### src/pkg/drsel_regs.svh
// Register offsets, field positions, reset values and event codes
`ifndef DRSEL_REGS_SVH
`define DRSEL_REGS_SVH

`define DRSEL_ADDR_CTRL    4'h0
`define DRSEL_ADDR_COUNT   4'h4
`define DRSEL_ADDR_SP      4'h8
`define DRSEL_ADDR_FOLD    4'hc

`define DRSEL_EVT_LSB      0
`define DRSEL_UMASK_LSB    8
`define DRSEL_EN_BIT       16
`define DRSEL_INV_BIT      17
`define DRSEL_CMASK_LSB    24

`define DRSEL_CTRL_RESET   32'h0000_0000
`define DRSEL_COUNT_RESET  32'h0000_0000
`define DRSEL_SP_RESET     32'h0000_0000
`define DRSEL_FOLD_RESET   32'h0000_0000

`define DRSEL_EVT_DECODE   8'hd1
`define DRSEL_EVT_ALLOC    8'hd2
`define DRSEL_UM_ANY       8'h0f

`define DRSEL_SEQ_MAX_UOPS 4'h4
`define DRSEL_FLAGS_ALL    6'h3f

`endif

### src/pkg/drsel_pkg.sv
// Types shared by the decode and rename event selector
package drsel_pkg;
   typedef logic [31:0] drsel_word_type;
   typedef logic [7:0]  drsel_code_type;
   typedef logic [3:0]  drsel_cnt_type;
   typedef logic [5:0]  drsel_flags_type;
endpackage

### src/rtl/drsel_event_select.sv
// Decode and rename stall event selector with its counter
//
// Function
// - D1/01 with invert and threshold one counts decoder stall cycles.
// - D1/02 adds uops supplied by the microcode sequencer each cycle.
// - Sequencer supplies uops for instructions over four uops or assists.
// - D1/04 counts decoded stack pointer instructions.
// - Stack instructions emit no adjust uop; they update the fold offset.
// - D1/08 counts syncs; a sync adds fold offset into stack pointer.
// - D2/01 counts flag stall cycles, partial flag stalls included.
// - Partial flag stall: partial flag writer, then read of unwritten flags.
// - D2/02 counts extra latency cycles from partially written registers.
// - D2/04 counts cycles a reorder buffer read port stall blocks entry.
// - Blocked micro-ops retry next cycle; recurring stall counted again.
// - D2/08 counts microcode scoreboard serialization stall cycles.
// - D2/0F counts any read port, partial, flag or status word stall.
//
// Our own choices: the plain strobed port and the register addresses.
`timescale 1ns/1ps
`default_nettype none
`include "drsel_regs.svh"

module drsel_event_select
   import drsel_pkg::*;
(
   input  wire logic            ref_clk_i,
   input  wire logic            nrst_i,
   input  wire logic [3:0]      addr_i,
   input  wire logic [31:0]     wdata_i,
   input  wire logic            wr_i,
   input  wire logic            rd_i,
   output logic      [31:0]     rdata_o,
   input  wire logic            dec_valid_i,
   input  wire logic [3:0]      dec_len_i,
   input  wire logic            assist_i,
   input  wire logic [2:0]      decoder_uops_i,
   input  wire logic [2:0]      seq_uops_i,
   input  wire logic            seq_done_i,
   input  wire logic            stack_op_i,
   input  wire logic [7:0]      stack_delta_i,
   input  wire logic            stack_sync_i,
   input  wire logic            flag_wr_valid_i,
   input  wire logic [5:0]      flag_wr_mask_i,
   input  wire logic            flag_rd_valid_i,
   input  wire logic [5:0]      flag_rd_mask_i,
   input  wire logic            flag_stall_other_i,
   input  wire logic            partial_reg_stall_i,
   input  wire logic            read_port_stall_i,
   input  wire logic            scoreboard_stall_i,
   input  wire logic            fpsw_stall_i,
   output logic                 seq_select_o,
   output logic                 partial_flag_stall_o,
   output logic                 count_step_o
);

   ////////////////////////////////////////////////////////////////////////
   // State

   drsel_word_type  ctrl_r;
   drsel_word_type  count_r;
   drsel_word_type  count_nxt;
   drsel_word_type  stack_pointer_r;
   drsel_word_type  stack_fold_offset_r;
   drsel_word_type  fold_nxt;
   drsel_word_type  sp_nxt;
   drsel_word_type  rdata_r;
   drsel_word_type  rdata_nxt;
   drsel_flags_type last_wr_mask_r;
   logic            last_partial_r;
   logic            seq_active_r;
   logic            count_step_r;

   ////////////////////////////////////////////////////////////////////////
   // Helpers

   // Widen a small per-cycle count to the four-bit step width
   function automatic drsel_cnt_type widen3(input logic [2:0] v);
      widen3 = {1'b0, v};
   endfunction

   // Threshold compare; zero threshold passes the raw count through
   function automatic drsel_cnt_type apply_cmp(input drsel_cnt_type c,
                                               input drsel_cnt_type th,
                                               input logic invert_compare);
      if (th == 4'h0) begin
         apply_cmp = c;
      end else if (invert_compare) begin
         apply_cmp = (c < th) ? 4'h1 : 4'h0;
      end else begin
         apply_cmp = (c >= th) ? 4'h1 : 4'h0;
      end
   endfunction

   ////////////////////////////////////////////////////////////////////////
   // Control field decode

   wire drsel_code_type sel_code  = ctrl_r[`DRSEL_EVT_LSB +: 8];
   wire drsel_code_type sel_umask = ctrl_r[`DRSEL_UMASK_LSB +: 8];
   wire logic           sel_en    = ctrl_r[`DRSEL_EN_BIT];
   wire logic           sel_inv   = ctrl_r[`DRSEL_INV_BIT];
   wire drsel_cnt_type  sel_cmask = ctrl_r[`DRSEL_CMASK_LSB +: 4];
   wire logic           is_decode = (sel_code == `DRSEL_EVT_DECODE);
   wire logic           is_alloc  = (sel_code == `DRSEL_EVT_ALLOC);

   ////////////////////////////////////////////////////////////////////////
   // Microcode sequencer selection

   assign seq_select_o = dec_valid_i &&
      ((dec_len_i > `DRSEL_SEQ_MAX_UOPS) || assist_i);
   wire logic seq_busy = seq_select_o || seq_active_r;
   // Sequencer uops only counted while it owns the decode slot
   wire logic [2:0] seq_uops_cnt = seq_busy ? seq_uops_i : 3'h0;

   ////////////////////////////////////////////////////////////////////////
   // Partial flag stall detection

   assign partial_flag_stall_o = flag_rd_valid_i && last_partial_r &&
                  ((flag_rd_mask_i & ~last_wr_mask_r) != 6'h00);

   ////////////////////////////////////////////////////////////////////////
   // Sub-event selection

   wire logic flag_stall = partial_flag_stall_o || flag_stall_other_i;
   wire logic [4:0] alloc_src = {fpsw_stall_i, scoreboard_stall_i,
                                 read_port_stall_i, partial_reg_stall_i,
                                 flag_stall};
   // Any-stall covers read port, partial, flag and status word only
   wire logic alloc_any = alloc_src[0] || alloc_src[1] ||
                          alloc_src[2] || alloc_src[4];
   // Read port stall seen afresh every cycle it is raised again
   wire logic alloc_sel =
      |(alloc_src[3:0] & sel_umask[3:0]);
   wire logic alloc_hit = (sel_umask == `DRSEL_UM_ANY) ? alloc_any
                                                       : alloc_sel;

   // Decode sub-events add their counts when several are picked
   wire drsel_cnt_type dec_raw =
      (sel_umask[0] ? widen3(decoder_uops_i) : 4'h0) +
      (sel_umask[1] ? widen3(seq_uops_cnt) : 4'h0) +
      {3'h0, sel_umask[2] && stack_op_i} +
      {3'h0, sel_umask[3] && stack_sync_i};

   wire drsel_cnt_type raw_count = is_decode ? dec_raw :
                                   is_alloc  ? {3'h0, alloc_hit} : 4'h0;
   wire drsel_cnt_type step = sel_en ?
      apply_cmp(raw_count, sel_cmask, sel_inv) : 4'h0;

   ////////////////////////////////////////////////////////////////////////
   // Stack pointer folding

   wire drsel_word_type delta_ext = {{24{stack_delta_i[7]}}, stack_delta_i};
   wire drsel_word_type fold_base = stack_sync_i ? 32'h0000_0000
                                                 : stack_fold_offset_r;
   assign fold_nxt = stack_op_i ? fold_base + delta_ext
                                : fold_base;
   assign sp_nxt = stack_sync_i ? stack_pointer_r + stack_fold_offset_r
                                : stack_pointer_r;

   ////////////////////////////////////////////////////////////////////////
   // Register port

   wire logic wr_ctrl  = wr_i && (addr_i == `DRSEL_ADDR_CTRL);
   wire logic wr_count = wr_i && (addr_i == `DRSEL_ADDR_COUNT);
   wire logic wr_sp    = wr_i && (addr_i == `DRSEL_ADDR_SP);

   // Software load of the counter wins over a same-cycle step
   assign count_nxt = wr_count ? wdata_i : count_r + {28'h0, step};

   assign rdata_nxt = !rd_i ? 32'h0000_0000 :
      (addr_i == `DRSEL_ADDR_CTRL)  ? ctrl_r :
      (addr_i == `DRSEL_ADDR_COUNT) ? count_r :
      (addr_i == `DRSEL_ADDR_SP)    ? stack_pointer_r :
      (addr_i == `DRSEL_ADDR_FOLD)  ? stack_fold_offset_r : 32'h0000_0000;

   assign rdata_o      = rdata_r;
   assign count_step_o = count_step_r;

   ////////////////////////////////////////////////////////////////////////
   // Flip-flops

   always_ff @(posedge ref_clk_i or negedge nrst_i) begin
      if (!nrst_i) begin
         ctrl_r              <= `DRSEL_CTRL_RESET;
         count_r             <= `DRSEL_COUNT_RESET;
         stack_pointer_r     <= `DRSEL_SP_RESET;
         stack_fold_offset_r <= `DRSEL_FOLD_RESET;
         rdata_r             <= 32'h0000_0000;
         count_step_r        <= 1'b0;
      end else begin
         ctrl_r              <= wr_ctrl ? wdata_i : ctrl_r;
         count_r             <= count_nxt;
         stack_pointer_r     <= wr_sp ? wdata_i : sp_nxt;
         stack_fold_offset_r <= fold_nxt;
         rdata_r             <= rdata_nxt;
         count_step_r        <= (step != 4'h0) && !wr_count;
      end
   end

   always_ff @(posedge ref_clk_i or negedge nrst_i) begin
      if (!nrst_i) begin
         last_wr_mask_r <= `DRSEL_FLAGS_ALL;
         last_partial_r <= 1'b0;
         seq_active_r   <= 1'b0;
      end else begin
         if (flag_wr_valid_i) begin
            last_wr_mask_r <= flag_wr_mask_i;
            last_partial_r <= (flag_wr_mask_i != `DRSEL_FLAGS_ALL) &&
                              (flag_wr_mask_i != 6'h00);
         end
         seq_active_r <= seq_select_o || (seq_active_r && !seq_done_i);
      end
   end

   ////////////////////////////////////////////////////////////////////////
   // Checks

   a_decoder_stall_count: assert property (@(posedge ref_clk_i)
      disable iff (!nrst_i)
      (sel_en && is_decode && sel_umask == 8'h01 && sel_inv &&
       sel_cmask == 4'h1 && !wr_count)
      |=> count_r == $past(count_r) + ((($past(decoder_uops_i) == 3'h0))
                                       ? 32'h1 : 32'h0))
      else $error("decoder stall cycle not counted correctly");

   a_seq_uops_add: assert property (@(posedge ref_clk_i)
      disable iff (!nrst_i)
      (sel_en && is_decode && sel_umask == 8'h02 && sel_cmask == 4'h0 &&
       !wr_count && seq_busy)
      |=> count_r == $past(count_r) + {29'h0, $past(seq_uops_i)})
      else $error("sequencer uops not added to counter");

   a_seq_long_instr: assert property (@(posedge ref_clk_i)
      disable iff (!nrst_i)
      (dec_valid_i && dec_len_i > 4'h4) |-> seq_select_o ##1 seq_active_r)
      else $error("long instruction not sent to sequencer");

   a_stack_op_count: assert property (@(posedge ref_clk_i)
      disable iff (!nrst_i)
      (sel_en && is_decode && sel_umask == 8'h04 && sel_cmask == 4'h0 &&
       !wr_count)
      |=> count_r == $past(count_r) + {31'h0, $past(stack_op_i)})
      else $error("stack pointer instruction count wrong");

   a_fold_update: assert property (@(posedge ref_clk_i)
      disable iff (!nrst_i)
      (stack_op_i && !stack_sync_i) |=>
      stack_fold_offset_r == $past(stack_fold_offset_r) + $past(delta_ext))
      else $error("fold offset not updated by stack instruction");

   a_sync_adds_fold: assert property (@(posedge ref_clk_i)
      disable iff (!nrst_i)
      (stack_sync_i && !wr_sp) |=>
      stack_pointer_r == $past(stack_pointer_r) +
                         $past(stack_fold_offset_r))
      else $error("sync did not fold offset into stack pointer");

   a_partial_flag_detect: assert property (@(posedge ref_clk_i)
      disable iff (!nrst_i)
      (flag_wr_valid_i && flag_wr_mask_i == 6'h01) ##1
      (flag_rd_valid_i && !flag_wr_valid_i && flag_rd_mask_i == 6'h02)
      |-> partial_flag_stall_o)
      else $error("partial flag stall missed");

   a_partial_reg_count: assert property (@(posedge ref_clk_i)
      disable iff (!nrst_i)
      (sel_en && is_alloc && sel_umask == 8'h02 && sel_cmask == 4'h0 &&
       !wr_count)
      |=> count_r == $past(count_r) + {31'h0, $past(partial_reg_stall_i)})
      else $error("partial register stall cycles miscounted");

   a_read_port_recount: assert property (@(posedge ref_clk_i)
      disable iff (!nrst_i)
      (sel_en && is_alloc && sel_umask == 8'h04 && sel_cmask == 4'h0 &&
       !wr_count && read_port_stall_i)[*2]
      |=> count_r == $past(count_r, 2) + 32'h2)
      else $error("recurring read port stall not counted twice");

   a_scoreboard_count: assert property (@(posedge ref_clk_i)
      disable iff (!nrst_i)
      (sel_en && is_alloc && sel_umask == 8'h08 && sel_cmask == 4'h0 &&
       !wr_count)
      |=> count_r == $past(count_r) + {31'h0, $past(scoreboard_stall_i)})
      else $error("scoreboard stall cycles miscounted");

   a_any_alloc_stall: assert property (@(posedge ref_clk_i)
      disable iff (!nrst_i)
      (sel_en && is_alloc && sel_umask == 8'h0f && sel_cmask == 4'h0 &&
       !wr_count && fpsw_stall_i)
      |=> count_r == $past(count_r) + 32'h1 && count_step_o)
      else $error("status word stall missing from any-stall count");

   a_stall_or_combine: assert property (@(posedge ref_clk_i)
      disable iff (!nrst_i)
      (sel_en && is_alloc && sel_umask == 8'h03 && sel_cmask == 4'h0 &&
       !wr_count && flag_stall_other_i && partial_reg_stall_i)
      |=> count_r == $past(count_r) + 32'h1)
      else $error("combined stall sub-conditions not counted once");

   a_threshold_block: assert property (@(posedge ref_clk_i)
      disable iff (!nrst_i)
      (sel_cmask != 4'h0 && !sel_inv && raw_count < sel_cmask && !wr_count)
      |=> $stable(count_r) && !count_step_o)
      else $error("counter moved below threshold");

endmodule

`default_nettype wire

### config.mk
export PLATFORM = sky130hd
export DESIGN_NAME = drsel_event_select
export DESIGN_NICKNAME = d
export VERILOG_FILES = /design/src/pkg/drsel_pkg.sv /design/src/rtl/drsel_event_select.sv
export VERILOG_INCLUDE_DIRS = /design/src /design/src/pkg
export SDC_FILE = /design/constraint.sdc
export NUM_CORES = 1
export LEC_CHECK = 0
export BUFFER_PORTS_ARGS = -buffer_cell sky130_fd_sc_hd__buf_2
export CORE_ASPECT_RATIO = 1.25
export CORE_MARGIN = 5
export CORE_UTILIZATION = 55
export CTS_BUF_LIST = sky130_fd_sc_hd__clkbuf_2 sky130_fd_sc_hd__clkbuf_4 sky130_fd_sc_hd__clkbuf_8
export CTS_CLUSTER_SIZE = 16
export DETAILED_ROUTE_END_ITERATION = 16
export PLACE_DENSITY = 0.75
export RECOVER_POWER = 25
export SLEW_MARGIN = 20
export SYNTH_ARGS = -nofsm -noshare
export SYNTH_HDL_FRONTEND = slang
export SYNTH_SLANG_ARGS = --single-unit
### constraint.sdc
create_clock -name ref_clk_i -period 7.3 [get_ports ref_clk_i]
set_clock_uncertainty 0.05 [all_clocks]
set_input_delay 1.095 -clock ref_clk_i [delete_from_list [all_inputs] [get_ports ref_clk_i]]
set_output_delay 1.095 -clock ref_clk_i [all_outputs]
set_load 0.02 [all_outputs]
==> results_dict.tcl <==
set metrics [dict create \
    power.share.switching 0.412 \
    initial_antenna_violation_count 0 \
    synth_seq_cells 169 \
    cts.root.buffer_cell "clkbuf_8" \
    post-route-util 0.608 \
    synth_top_area_frac 0.346 \
    clock_latency_ns 0.47 \
    final-max-slew-violation-count 94 \
    power_frac_clock 0.172 \
    finalWirelength_um 30900 \
    worstSetupPathType "input pin to flop" \
    ys_warn_count 0 \
    report.final.setup_viol 0 \
    synth.largest_area_cell "dfrtp_1" \
    detailedPlacementHpwl_um 22700 \
    layout_common_cells "185 x nand2_1, 163 x dfrtp_1, 113 x buf_2, 98 x o21ai_0, 93 x a21oi_1" \
    via_count_of_the_first_global_routing_pass 10100 \
    worst_ep_required_time_ns 7.57 \
    edff_count_synth 0 \
    final.setup.worst_slack_ns 1.29 \
    postPlaceCellArea_um2 12600 \
    htree_num_levels 4 \
    detailroute.via_count 9999 \
    p_sw_uw 1660 \
    global_route_wire_length_before_repair_um 51000 \
    syn-mean-instance-area_um2 9.11 \
    cts_sinks 169 \
    cp_common_cell "o21ai_0" \
    crit-reg2reg-launch "ctrl_r[9]" \
    max-cap-violations 1 \
    critPathArrivalTime_ns 6.29 \
    placeableCoreArea_um2 21300 \
    post-route-min-period_ns 6.01 \
    clock_tree_from_tritoncts "built" \
    seq_area_frac_synth 0.359 \
    globalRouteOverflowTotal 0 \
    cts.clk_slew.worst_paths_ns 0.10 \
    post_drt_via_cell_ratio 5.98 \
    die_width_um 141 \
    n_antenna_cell 0 \
    worst_path_largest_cell_delay_ns 0.50 \
    cellPowerDensity_nw_per_um2 311 \
    result_of_the_run "finished, violations left" \
    netlist_instances 1295 \
    dieArea_um2 24500 \
    netlist-cell-type-count 73 \
    std_cell_rows 60 \
    drt-initial-drc-count 682 \
    post_cts_setup_repair_buffer_count 0 \
    p_seq_frac 0.352 \
    achievable-frequency_mhz 166 \
    leading_cell_types_by_total_area_after_synthesis "dfrtp_1 35%, ha_1 8.0%, mux2i_1 6.8%" \
    port-buffer-count 116 \
    slowest_stage "fa_1" \
    ff2ff_setup_slack_ns 1.82 \
    multi_input_comb_area_um2 7210 \
    grt_max_degree 94 \
    numCtsBuffers 17 \
    synth-async-reset-ratio 1.00 \
    post-route-period-util 0.824 \
    syn-cell-area_um2 11800 \
    power_leakage_uw 0.00612 \
    first_drt_pass_iteration_count 5 \
    critical_path_peak_fanout 5 \
    critical_path.startpoint_type "input pin" \
    timing.critical_path.from "dec_len_i[0]" \
    drcViolationCount 0 \
    layout-drive-gt1-share 0.174 \
    mappedNetlistNets 1457 \
    rsz0062_at_grt "no" \
    critPathCapture "count_r[30]" \
    max-slew-margin-rel -2.42 \
    design_area_um2 13000 \
    endpoint_class_of_the_critical_path "flop" \
    synthToLayoutAreaGrowth_pct 9.96 \
    post_drt_wl_per_cell_um 18.5 \
    worst_hold_check_path_type "flop to flop" \
    worst-r2r-cell-count 26 \
    yosys_most_used_dff "dfrtp_1" \
    crit-reg2reg-capture "count_r[30]" \
    die_height_um 174 \
    gp_congestion 0.966 \
    nFillCells 1889 \
    nNetsFinal 1542 \
    hold_violations 0 \
    power_frac_comb 0.476 \
    cts-root-to-sink-buffers 2 \
    grt_use_total 0.256 \
    setup_total_negative_slack_ns 0 \
    failing_checks "max-capacitance violations, max-slew violations" \
    regArea_um2 4240 \
    power.internal_uw 2380 \
    layout.cells.most_common "nand2_1" \
    post_cts.resized_instances 0 \
    detailedPlace.worstSlack_ns 0.757 \
    worst_ir_drop_vdd_mv 0.172 \
    initial_core_util 0.553 \
    detail_route_antenna_nets 0 \
    worst-slew-pin-transition_ns 5.12 \
    top_level_ports 117 \
    cts-hold-fix-buffers 0 \
]
-- stage by stage --
stage | hold WS (ns) | total power, µW | std cells
4_1_cts | 0.448 | 4020 | 1672
3_5_place_dp | 0.427 | 3320 | 1640
2_1_floorplan | 0.394 | 2870 | 1295
5_1_grt | 0.466 | 4350 | 1672
6_report | 0.445 | 4040 | 1672
3_3_place_gp | 0.409 | 3250 | 1640
-- cell usage after synthesis (14+ instances only) --
library cell  count
nand3_1          24
mux2_2           62
nand2_1         185
inv_1            36
nor3_1           20
clkbuf_1         42
and3_1           14
nor2b_1          40
nor2_1           51
o21ai_0          98
xnor2_1          45
mux2i_1          80
ha_1             75
a21oi_1          93
xor2_1           30
a21o_1           33
dfrtp_1         163
-- worst max-delay path, delay by kind of cell --
| family | cells | cell delay (ns) |
|---|---|---|
| xor gates and xnor gates | 2 | 0.30 |
| adders and majority gates | 6 | 1.82 |
| and+or+nand+nor | 7 | 1.34 |
| AOI/OAI and AO/OA | 11 | 1.53 |
| buffers and inverters | 3 | 0.20 |
-- how the worst min path moves through the flow --
stage          cells past startpoint         start      endpoint
6_report                           1  seq_active_r  seq_active_r
5_1_grt                            1  seq_active_r  seq_active_r
4_1_cts                            1  seq_active_r  seq_active_r
3_5_place_dp                       1  seq_active_r  seq_active_r
3_3_place_gp                       1  seq_active_r  seq_active_r
2_1_floorplan                      1  seq_active_r  seq_active_r
-- metal layers --
layer | wire [µm] | track usage
met3 | 1520 | 0.0395
met5 | 0 | 0
met2 | 15500 | 0.439
met4 | 859 | 0.0856
met1 | 13100 | 0.330
-- area by class of cell --
cell class	count	share of cell area
multi-input combinational	1032	0.556
sequential	169	0.327
timing repair buffer	124	0.0497
tap	279	0.0269
clock buffer	20	0.0207
inverter	36	0.0104
clock inverter	12	0.00994
-- power by group through the flow --
stage                     registers (µW)  clock network [µW]  logic, µW
final                               1420                 693       1920
after global placement              1420                   0       1830
after floorplan                     1370                   0       1500
after global routing                1460                 739       2160
after CTS                           1420                 701       1910
after detailed placement            1430                   0       1890
-- state kept, by name, indices dropped and copies added (netlist names) --
signal               cells
stack_pointer_r         32
count_r                 32
count_step_o             1
ctrl_r                  32
seq_active_r             1
last_wr_mask_r           6
last_partial_r           1
rdata_o                 32
stack_fold_offset_r     32
-- logic make-up after synthesis --
group | count (synthesis) | share of synthesized area
flops | 169 | 0.359
buf+inv | 94 | 0.0308
simple gates | 417 | 0.172
compound gates | 318 | 0.167
xor+xnor | 75 | 0.0557
fa+ha+maj | 80 | 0.0880
mux | 142 | 0.127
No activity file was read; power rests on OpenSTA's default activity.
